`src/verilog/psa_consts.svh`:
```
// psa_consts.svh: register offsets, field positions, reset values, timing counts
// assumes: included by bare name from the arbiter design files
//
// Overview of operation
// Accepted ON runs off-to-active sequence
// ON ignored while any gate holds
// Overtemperature gates every ON, never masked
// Enabled interrupt events also act as ON
// OFF from active or sleep, matching sequence
// OFF wins over ON and SLEEP, ungated
// After OFF, ON waits for request removal
// One switch-off delay: 0,1,2,4 seconds
// Each OFF selects hard or soft reset
// Shutdown OFF stays in OFF state
// Cold restart reaches OFF, then restarts unless a gate holds
// Watchdog off at reset, lockable, timeout means OFF
// Keep bit and keep pin both low: OFF, only once either was high in active
// SLEEP request moves active into sleep
// SLEEP blocked by pending unmasked interrupt
// In sleep only interrupt or pin wake
// WAKE only in sleep, to active or off
// Only five power transitions allowed
// Arbitration paced by 32 kHz tick
// Button, keep and sleep pin levels debounced on slow tick; off pin level used raw; ON takes the raw button level, the filtered one only feeds OFF
`ifndef PSA_CONSTS_SVH
`define PSA_CONSTS_SVH

// ----------------------------------------
// register map
// ----------------------------------------
`define PSA_REG_CTRL 8'h00
`define PSA_REG_CFG 8'h04
`define PSA_REG_WDOG 8'h08
`define PSA_REG_STATUS 8'h0C
`define PSA_REG_RST 32'h00000000

// ----------------------------------------
// field positions
// ----------------------------------------
`define PSA_CTRL_KEEP_BIT 0
`define PSA_CTRL_RESTART_BIT 1
`define PSA_CFG_DLY_LSB 0
`define PSA_CFG_HARD_BIT 2
`define PSA_CFG_RESTART_BIT 3
`define PSA_CFG_SLEEP_EN_BIT 4
`define PSA_CFG_ADC_EN_BIT 5
`define PSA_CFG_OFFPOL_BIT 6
`define PSA_CFG_IRQ_LSB 8
`define PSA_WDOG_EN_BIT 0
`define PSA_WDOG_LOCK_BIT 1

// ----------------------------------------
// power state codes
// ----------------------------------------
`define PSA_PS_OFF 2'h0
`define PSA_PS_ACTIVE 2'h1
`define PSA_PS_SLEEP 2'h2

// ----------------------------------------
// timing
// ----------------------------------------
`define PSA_CLK_HZ 100000000
`define PSA_SLOW_HZ 32000
`define PSA_SLOW_DIV (`PSA_CLK_HZ / `PSA_SLOW_HZ)
`define PSA_KEEP_DB_MS 4
`define PSA_KEEP_DB_TICKS ((`PSA_KEEP_DB_MS * `PSA_SLOW_HZ + 999) / 1000)
`define PSA_SLEEP_DB_TICKS 2
`define PSA_SWOFF_UNIT_S 1
`define PSA_LONG_PRESS_S 8

`endif

```
`src/verilog/psa_pkg.sv`:
```
// psa_pkg: state, sequence and register-image types of the arbiter
// assumes: compiled before every arbiter module
package psa_pkg;

typedef enum logic [2:0] {
    psa_st_off, psa_st_act, psa_st_slp, psa_st_dly, psa_st_seq
} psa_state_type;

typedef enum logic [2:0] {
    psa_q_none, psa_q_off_act, psa_q_act_off, psa_q_act_slp, psa_q_slp_act, psa_q_slp_off
} psa_seq_type;

typedef struct packed {
    logic level;
    logic [19:0] cnt;
} psa_deb_type;

typedef struct packed {
    psa_state_type st;
    logic [1:0] pstate;
    psa_seq_type kind;
    logic seq_start;
    logic rst_req;
    logic rst_hard;
    logic [19:0] dly;
    logic off_restart;
    logic off_block;
    logic hold_armed;
    logic [7:0] irq_evt;
    logic [11:0] div;
    logic tick;
    logic keep_on;
    logic restart_req;
    logic [1:0] dly_sel;
    logic cfg_hard;
    logic cfg_restart;
    logic sleep_en;
    logic adc_en;
    logic offpin_pol;
    logic [7:0] irq_on_en;
    logic wd_en;
    logic wd_lock;
    logic rd_ok;
    logic [31:0] prdata;
} psa_main_type;

endpackage

```
`src/verilog/psa_debounce.sv`:
```
// psa_debounce: one pin level filter counted in slow ticks
// assumes: tick is a one-cycle pulse, raw synchronous to ref_clk
`timescale 1ns/1ps
module psa_debounce (
    input wire logic ref_clk,
    input wire logic nrst,
    input wire logic ce,
    input wire logic tick,
    input wire logic raw,
    input wire logic [19:0] limit,
    output logic level
);

psa_pkg::psa_deb_type r;
psa_pkg::psa_deb_type n;

// a glitch back to the held level restarts the stability window
always_comb begin
    n = r;
    if (ce && tick) begin
        if (raw == r.level) begin
            n.cnt = 20'h00000;
        end else if (r.cnt + 20'h00001 >= limit) begin
            n.level = raw;
            n.cnt = 20'h00000;
        end else begin
            n.cnt = r.cnt + 20'h00001;
        end
    end
end

always_ff @(posedge ref_clk or negedge nrst) begin
    if (!nrst) begin
        r <= '0;
    end else begin
        r <= n;
    end
end

assign level = r.level;
endmodule

```
`src/verilog/psa_arbiter.sv`:
```
// psa_arbiter: power state request arbiter with APB register slave
// assumes: an embedded sequencer answers seq_start with one seq_done pulse
`timescale 1ns/1ps
`include "psa_consts.svh"
module psa_arbiter #(
    parameter logic [19:0] SWOFF_UNIT_TICKS = 20'(`PSA_SWOFF_UNIT_S * `PSA_SLOW_HZ),
    parameter logic [19:0] LONG_PRESS_TICKS = 20'(`PSA_LONG_PRESS_S * `PSA_SLOW_HZ)
) (
    input wire logic ref_clk,
    input wire logic nrst,
    input wire logic ce,
    input wire logic [7:0] paddr,
    input wire logic psel,
    input wire logic penable,
    input wire logic pwrite,
    input wire logic [31:0] pwdata,
    output logic [31:0] prdata,
    output logic pready,
    output logic pslverr,
    input wire logic power_on_button_n,
    input wire logic power_keep_pin,
    input wire logic power_off_pin,
    input wire logic die_overtemp_flag,
    input wire logic supply_high_ok,
    input wire logic supply_low_fault,
    input wire logic sleep_control_pin_n,
    input wire logic [7:0] irq_events,
    input wire logic irq_pending,
    input wire logic wdog_timeout,
    input wire logic thermal_shutdown,
    input wire logic adc_monitor_shutdown,
    input wire logic seq_done,
    output logic seq_start,
    output psa_pkg::psa_seq_type seq_kind,
    output logic reset_req,
    output logic reset_hard,
    output logic [1:0] power_state
);

psa_pkg::psa_main_type r;
psa_pkg::psa_main_type n;

// ----------------------------------------
// pin filters
// ----------------------------------------
logic [2:0] raw_w;
logic [2:0] deb_w;
logic [19:0] lim_w [3];

assign raw_w = {!sleep_control_pin_n, power_keep_pin, !power_on_button_n};
assign lim_w[0] = LONG_PRESS_TICKS;
assign lim_w[1] = 20'(`PSA_KEEP_DB_TICKS);
assign lim_w[2] = 20'(`PSA_SLEEP_DB_TICKS);

genvar gi;
generate
    for (gi = 0; gi < 3; gi++) begin : g_deb
        psa_debounce u_deb (
            .ref_clk(ref_clk),
            .nrst(nrst),
            .ce(ce),
            .tick(r.tick),
            .raw(raw_w[gi]),
            .limit(lim_w[gi]),
            .level(deb_w[gi])
        );
    end
endgenerate

// ----------------------------------------
// request terms
// ----------------------------------------
logic offpin_act;
logic gate;
logic on_req;
logic keep_off;
logic off_hard_src;
logic off_fast;
logic off_dly;
logic off_src;
logic keep_only;
logic [19:0] dly_ticks;

assign offpin_act = r.offpin_pol ? power_off_pin : !power_off_pin;
assign gate = !supply_high_ok || die_overtemp_flag || offpin_act;
assign on_req = !power_on_button_n || deb_w[1] || |(r.irq_evt & r.irq_on_en);
assign keep_off = r.hold_armed && !r.keep_on && !deb_w[1];
assign off_hard_src = thermal_shutdown || supply_low_fault || r.restart_req;
assign off_fast = off_hard_src || keep_off;
// watchdog timeout only counts once software has enabled it
assign off_dly = deb_w[0] || offpin_act || (r.wd_en && wdog_timeout)
    || (r.adc_en && adc_monitor_shutdown);
assign off_src = off_hard_src || off_dly;
assign keep_only = keep_off && !off_hard_src;

always_comb begin
    case (r.dly_sel)
        2'h0: dly_ticks = 20'h00000;
        2'h1: dly_ticks = SWOFF_UNIT_TICKS;
        2'h2: dly_ticks = 20'(SWOFF_UNIT_TICKS << 1);
        default: dly_ticks = 20'(SWOFF_UNIT_TICKS << 2);
    endcase
end

// ----------------------------------------
// sequence launch helpers
// ----------------------------------------
function automatic psa_pkg::psa_main_type start_seq(input psa_pkg::psa_main_type s,
        input psa_pkg::psa_seq_type k);
    psa_pkg::psa_main_type o;
    o = s;
    o.st = psa_pkg::psa_st_seq;
    o.kind = k;
    o.seq_start = 1'b1;
    return o;
endfunction

// the off kind follows the settled state, so delay keeps its origin
function automatic psa_pkg::psa_main_type go_off(input psa_pkg::psa_main_type s,
        input logic hard, input logic rstrt);
    psa_pkg::psa_main_type o;
    o = start_seq(s, (s.pstate == `PSA_PS_SLEEP) ? psa_pkg::psa_q_slp_off
        : psa_pkg::psa_q_act_off);
    o.rst_req = 1'b1;
    o.rst_hard = hard;
    o.off_restart = rstrt;
    o.restart_req = 1'b0;
    o.hold_armed = 1'b0;
    return o;
endfunction

// ----------------------------------------
// next state
// ----------------------------------------
logic wr_fire;
logic bad_addr;
logic [31:0] rd_val;

assign wr_fire = psel && penable && pwrite && r.rd_ok;
assign bad_addr = !(paddr == `PSA_REG_CTRL || paddr == `PSA_REG_CFG
    || paddr == `PSA_REG_WDOG || paddr == `PSA_REG_STATUS);

always_comb begin
    rd_val = 32'h00000000;
    case (paddr)
        `PSA_REG_CTRL: rd_val[`PSA_CTRL_KEEP_BIT] = r.keep_on;
        `PSA_REG_CFG: begin
            rd_val[`PSA_CFG_DLY_LSB +: 2] = r.dly_sel;
            rd_val[`PSA_CFG_HARD_BIT] = r.cfg_hard;
            rd_val[`PSA_CFG_RESTART_BIT] = r.cfg_restart;
            rd_val[`PSA_CFG_SLEEP_EN_BIT] = r.sleep_en;
            rd_val[`PSA_CFG_ADC_EN_BIT] = r.adc_en;
            rd_val[`PSA_CFG_OFFPOL_BIT] = r.offpin_pol;
            rd_val[`PSA_CFG_IRQ_LSB +: 8] = r.irq_on_en;
        end
        `PSA_REG_WDOG: begin
            rd_val[`PSA_WDOG_EN_BIT] = r.wd_en;
            rd_val[`PSA_WDOG_LOCK_BIT] = r.wd_lock;
        end
        `PSA_REG_STATUS: rd_val = {22'h000000, r.off_block, r.rst_hard, r.kind, r.st, r.pstate};
        default: rd_val = 32'h00000000;
    endcase
end

always_comb begin
    n = r;
    n.seq_start = 1'b0;
    n.rst_req = 1'b0;
    n.tick = 1'b0;
    if (ce) begin
        if (r.div == 12'(`PSA_SLOW_DIV - 1)) begin
            n.div = 12'h000;
            n.tick = 1'b1;
        end else begin
            n.div = r.div + 12'h001;
        end
        // request decisions happen only on the slow tick; seq_done is taken on any cycle
        if (r.tick) begin
            n.irq_evt = 8'h00;
            case (r.st)
                psa_pkg::psa_st_off: begin
                    if (!off_src) begin
                        n.off_block = 1'b0;
                    end
                    if (!r.off_block && on_req && !gate) begin
                        n = start_seq(n, psa_pkg::psa_q_off_act);
                    end
                end
                psa_pkg::psa_st_act, psa_pkg::psa_st_slp: begin
                    if (off_fast) begin
                        n = go_off(n, keep_only ? 1'b0 : r.cfg_hard,
                            keep_only ? 1'b0 : r.cfg_restart);
                    end else if (off_dly) begin
                        if (dly_ticks == 20'h00000) begin
                            n = go_off(n, r.cfg_hard, r.cfg_restart);
                        end else begin
                            n.st = psa_pkg::psa_st_dly;
                            n.dly = dly_ticks;
                        end
                    end else if (r.st == psa_pkg::psa_st_act) begin
                        if (r.keep_on || deb_w[1]) begin
                            n.hold_armed = 1'b1;
                        end
                        if (r.sleep_en && deb_w[2] && !irq_pending) begin
                            n = start_seq(n, psa_pkg::psa_q_act_slp);
                        end
                    end else if (!deb_w[2] || |r.irq_evt) begin
                        n = start_seq(n, psa_pkg::psa_q_slp_act);
                    end
                end
                psa_pkg::psa_st_dly: begin
                    if (off_fast) begin
                        n = go_off(n, keep_only ? 1'b0 : r.cfg_hard,
                            keep_only ? 1'b0 : r.cfg_restart);
                    end else if (r.dly <= 20'h00001) begin
                        n = go_off(n, r.cfg_hard, r.cfg_restart);
                    end else begin
                        n.dly = r.dly - 20'h00001;
                    end
                end
                default: begin
                end
            endcase
        end
        if (r.st == psa_pkg::psa_st_seq && seq_done) begin
            case (r.kind)
                psa_pkg::psa_q_off_act, psa_pkg::psa_q_slp_act: begin
                    n.st = psa_pkg::psa_st_act;
                    n.pstate = `PSA_PS_ACTIVE;
                end
                psa_pkg::psa_q_act_slp: begin
                    n.st = psa_pkg::psa_st_slp;
                    n.pstate = `PSA_PS_SLEEP;
                end
                default: begin
                    n.pstate = `PSA_PS_OFF;
                    if (r.off_restart && !gate) begin
                        n = start_seq(n, psa_pkg::psa_q_off_act);
                    end else begin
                        n.st = psa_pkg::psa_st_off;
                        n.off_block = !r.off_restart;
                    end
                end
            endcase
        end
        // set after the tick clear so a same-cycle event survives
        n.irq_evt = n.irq_evt | irq_events;
        n.rd_ok = psel && !(penable && r.rd_ok);
        if (psel && !pwrite) begin
            n.prdata = rd_val;
        end
        if (wr_fire) begin
            case (paddr)
                `PSA_REG_CTRL: begin
                    n.keep_on = pwdata[`PSA_CTRL_KEEP_BIT];
                    if (pwdata[`PSA_CTRL_RESTART_BIT]) begin
                        n.restart_req = 1'b1;
                    end
                end
                `PSA_REG_CFG: begin
                    n.dly_sel = pwdata[`PSA_CFG_DLY_LSB +: 2];
                    n.cfg_hard = pwdata[`PSA_CFG_HARD_BIT];
                    n.cfg_restart = pwdata[`PSA_CFG_RESTART_BIT];
                    n.sleep_en = pwdata[`PSA_CFG_SLEEP_EN_BIT];
                    n.adc_en = pwdata[`PSA_CFG_ADC_EN_BIT];
                    n.offpin_pol = pwdata[`PSA_CFG_OFFPOL_BIT];
                    n.irq_on_en = pwdata[`PSA_CFG_IRQ_LSB +: 8];
                end
                `PSA_REG_WDOG: begin
                    if (!r.wd_lock) begin
                        n.wd_en = pwdata[`PSA_WDOG_EN_BIT];
                        n.wd_lock = pwdata[`PSA_WDOG_LOCK_BIT];
                    end
                end
                default: begin
                end
            endcase
        end
    end
end

always_ff @(posedge ref_clk or negedge nrst) begin
    if (!nrst) begin
        r <= `PSA_REG_RST == 32'h00000000 ? '0 : '0;
    end else begin
        r <= n;
    end
end

assign prdata = r.prdata;
assign pready = ce && r.rd_ok;
assign pslverr = ce && r.rd_ok && penable && bad_addr;
assign seq_start = r.seq_start;
assign seq_kind = r.kind;
assign reset_req = r.rst_req;
assign reset_hard = r.rst_hard;
assign power_state = r.pstate;
endmodule

```
`config.mk`:
```
export PLATFORM = sky130hd
export DESIGN_NAME = psa_arbiter
export DESIGN_NICKNAME = d
export VERILOG_FILES = /design/src/verilog/psa_pkg.sv /design/src/verilog/psa_debounce.sv /design/src/verilog/psa_arbiter.sv
export VERILOG_INCLUDE_DIRS = /design/src /design/src/verilog
export SDC_FILE = /design/constraint.sdc
export NUM_CORES = 1
export LEC_CHECK = 0
export BUFFER_PORTS_ARGS = -buffer_cell sky130_fd_sc_hd__buf_2
export CAP_MARGIN = 5
export CORE_MARGIN = 2
export CORE_UTILIZATION = 56
export CTS_BUF_LIST = sky130_fd_sc_hd__clkbuf_4 sky130_fd_sc_hd__clkbuf_8
export DETAILED_ROUTE_END_ITERATION = 8
export PLACE_DENSITY = 0.79
export SETUP_SLACK_MARGIN = 0.1
export SYNTH_ARGS = -nofsm -noshare
export SYNTH_HDL_FRONTEND = slang
export SYNTH_HIERARCHICAL = 1
export SYNTH_SLANG_ARGS = --single-unit
```
`constraint.sdc`:
```
create_clock -name ref_clk -period 2.9 [get_ports ref_clk]
set_input_delay 0 -clock ref_clk [delete_from_list [all_inputs] [get_ports ref_clk]]
set_output_delay 0 -clock ref_clk [all_outputs]
set_load 0.01 [all_outputs]
```
==> results.json <==
{
  "endpoint_kind": "flop",
  "grt_pass1_wl_um": 50800,
  "worst_pin_slew_ps": 743,
  "clkTransAtPathRegs_ps": 100,
  "finalPower_w": 0.00505,
  "clk_latency_ps": 460,
  "port_buffers": 90,
  "synth_area_per_cell_um2": 8.91,
  "drt_iter0_markers": 762,
  "clockBufferDepth": 2,
  "ys_ff_latch": 170,
  "relSlewSlack_pct": 50.5,
  "critical_path_class": "flop to flop",
  "core_area_um2": 19600,
  "yosysTopAreaCell": "dfrtp_1",
  "period_share_pct": 110,
  "start_kind": "flop",
  "place_area_um2": 12800,
  "wirelength_um": 30800,
  "hold_path_class": "input pin to flop",
  "rrSetupSlack_ps": -300,
  "antenna_found_initial": 1,
  "cts_buffers": 17,
  "h-tree-depth": 4,
  "ant_nets": 0,
  "vias": 10500,
  "cts_tree": "built",
  "pin_count": 108,
  "worst_hold_slack_ps": 33.9,
  "grt_remaining_overflow": 0,
  "die_w_um": 146,
  "grt_max_degree": 76,
  "ys_seq_area_share_pct": 37.9,
  "setup_slack_ps": -304,
  "dieArea_um2": 21200,
  "area_growth_pct": 27.9,
  "clkSinkCount": 170,
  "top_layer": "met4",
  "gp_congestion": 0.898,
  "drt-wirelength-per-cell_um": 16.9,
  "die_h_um": 146,
  "synth_edf_count": 0,
  "drc": 0,
  "cp.required_ps": 3310,
  "nets": 1685,
  "finClkSkew_ps": 10.6,
  "fin_util_pct": 73.3,
  "row_count": 51,
  "cts-root-buf": "clkbuf_8",
  "yosys_warnings": 6,
  "synth_cell_types": 94,
  "fmax_mhz": 312,
  "m1WireLength_um": 12600,
  "wl_met2_um": 15800,
  "drv_cap": 0,
  "hpwl_um": 20500,
  "async_flop_share_pct": 100,
  "rsz0062_at_grt": "true",
  "met3WireLength_um": 1480,
  "ir_drop_mv": 0.285,
  "p_per_area_nw_per_um2": 352,
  "outcome": "complete, but fails checks",
  "timing.final.hold_violations": 0,
  "first_pass_iters": 5,
  "synth_top_area_share_pct": 37.9,
  "syn_area_um2": 11200,
  "p_leak_nw": 6.95,
  "drive_above_1_share_pct": 27.0,
  "worstPathArrival_ps": 3610,
  "start_util_pct": 57.3,
  "synthTopCellsByArea": "dfrtp_1 (38%), ha_1 (7.9%), nand2_1 (6.0%)",
  "final_area_um2": 14400,
  "netlist_instances": 1260,
  "viasPerCell": 5.75,
  "grt_pass1_vias": 10586,
  "period_minus_slack_ps": 3200,
  "grt_usage_pct": 28.9,
  "ys.flop_type": "dfrtp_1",
  "dpl_worst_slack_ps": -340,
  "crit_fanout": 4,
  "slew_viol_final": 0,
  "violations": "negative setup slack",
  "setup_violations": 55
}
==> report_power, final <==
part	switching, W	leakage, nW	total (W)	internal (W)
Combinational	0.000338	4.49	0.000609	0.000271
Sequential	0.0000762	2.22	0.00249	0.00242
Clock	0.000960	0.232	0.00195	0.000986
Total	0.00137	6.95	0.00505	0.00367
==> worst max-delay path, cell delays in order (launching register included) <==
cell and delay (ps):
dfrtp_1 450, nand3_2 140, buf_4 160, nor2_1 130, nand2_1 130, buf_4 160, buf_4 120, buf_4 120
buf_4 130, buf_4 120, buf_4 130, buf_4 130, buf_4 130, buf_4 120, buf_4 120, buf_4 120
buf_4 130, buf_4 120, buf_4 120, buf_4 130, nor2_1 100, a22o_1 130
==> area by class of cell <==
| type | count | area, µm² |
|---|---|---|
| clock buffer | 18 | 248 |
| inverter | 81 | 304 |
| sequential | 170 | 4260 |
| multi-input combinational | 983 | 6820 |
| tap | 265 | 332 |
| timing repair buffer | 295 | 2180 |
| clock inverter | 14 | 209 |
| fill | 1393 | 5230 |
| antenna | 1 | 2.50 |
==> cells by family after synthesis <==
group / synth area share, %
compound gates: 16.7
xor+xnor: 5.23
fa+ha+maj: 7.91
buf+inv: 7.11
flops: 37.9
mux: 2.55
other cells: 0.0669
simple gates: 22.6
==> through the flow <==
step | TNS (ps) | std cells
floorplan | -771 | 1318
detailed placement | -6750 | 1712
finish | -8530 | 1827
global route | -19940 | 1827
global placement | -1440 | 1712
CTS | -3500 | 1825
==> routing by layer <==
layer / vias up / GRT usage [%]
li1: 4928 / -
met1: 5117 / 35.4
met2: 367 / 52.4
met3: 88 / 4.48
met4: 0 / 9.26
met5: - / 0
==> cells in the mapped netlist, types with 24 or more instances <==
library cell	number
xor2_1	24
ha_1	71
inv_1	80
clkbuf_1	35
o21ai_1	30
buf_4	40
o21ai_0	76
nand3_1	41
nor2_1	78
a21oi_1	48
dfrtp_1	170
xnor2_1	43
nand2_1	180
==> cells in the final DEF (no fill, tap or decap), drive strengths merged, types with 8 or more instances in the layout <==
master       netlist  layout
nor2              82      82
o211ai             8       8
ha                71      71
and2              19      19
clkbuf            36      18
o21ai            106     106
dfrtp            170     170
a21o              15      15
xnor2             43      43
xor2              24      24
dlygate4sd3        0      39
nor2b              8       8
a22oi             11      11
or3               14      14
or2                9       9
nor3              24      24
and3              12      12
a21oi             48      48
nand2b            13      13
inv               80      85
nor4              11      11
nand3             44      44
nand2            180     180
nand4             26      26
conb               2      60
buf               48     255
mux2              21      21
a22o              22      22
a211oi            12      12
==> timing repair <==
action	CTS	global route
setup buffers	38	2
setup endpoints to repair	63	63
pin swaps	39	23
gates resized for setup	89	22
hold buffers	39	0
endpoints found under the hold margin	110	0
cloned	4	0
==> worst paths after layout <==
path	startpoint	to	cells past startpoint
worst min-delay path	supply_high_ok	seq_start	4
worst max register to register	g_deb[2].u_deb/r[0]	g_deb[2].u_deb/r[11]	21
worst min register to register	flop	flop	2
max in group asynchronous	nrst	g_deb[1].u_deb/level	3
min in group asynchronous	nrst	g_deb[2].u_deb/r[6]	2
worst max-delay path	g_deb[2].u_deb/r[0]	g_deb[2].u_deb/r[11]	21
Power figures use the tool's default switching activity.
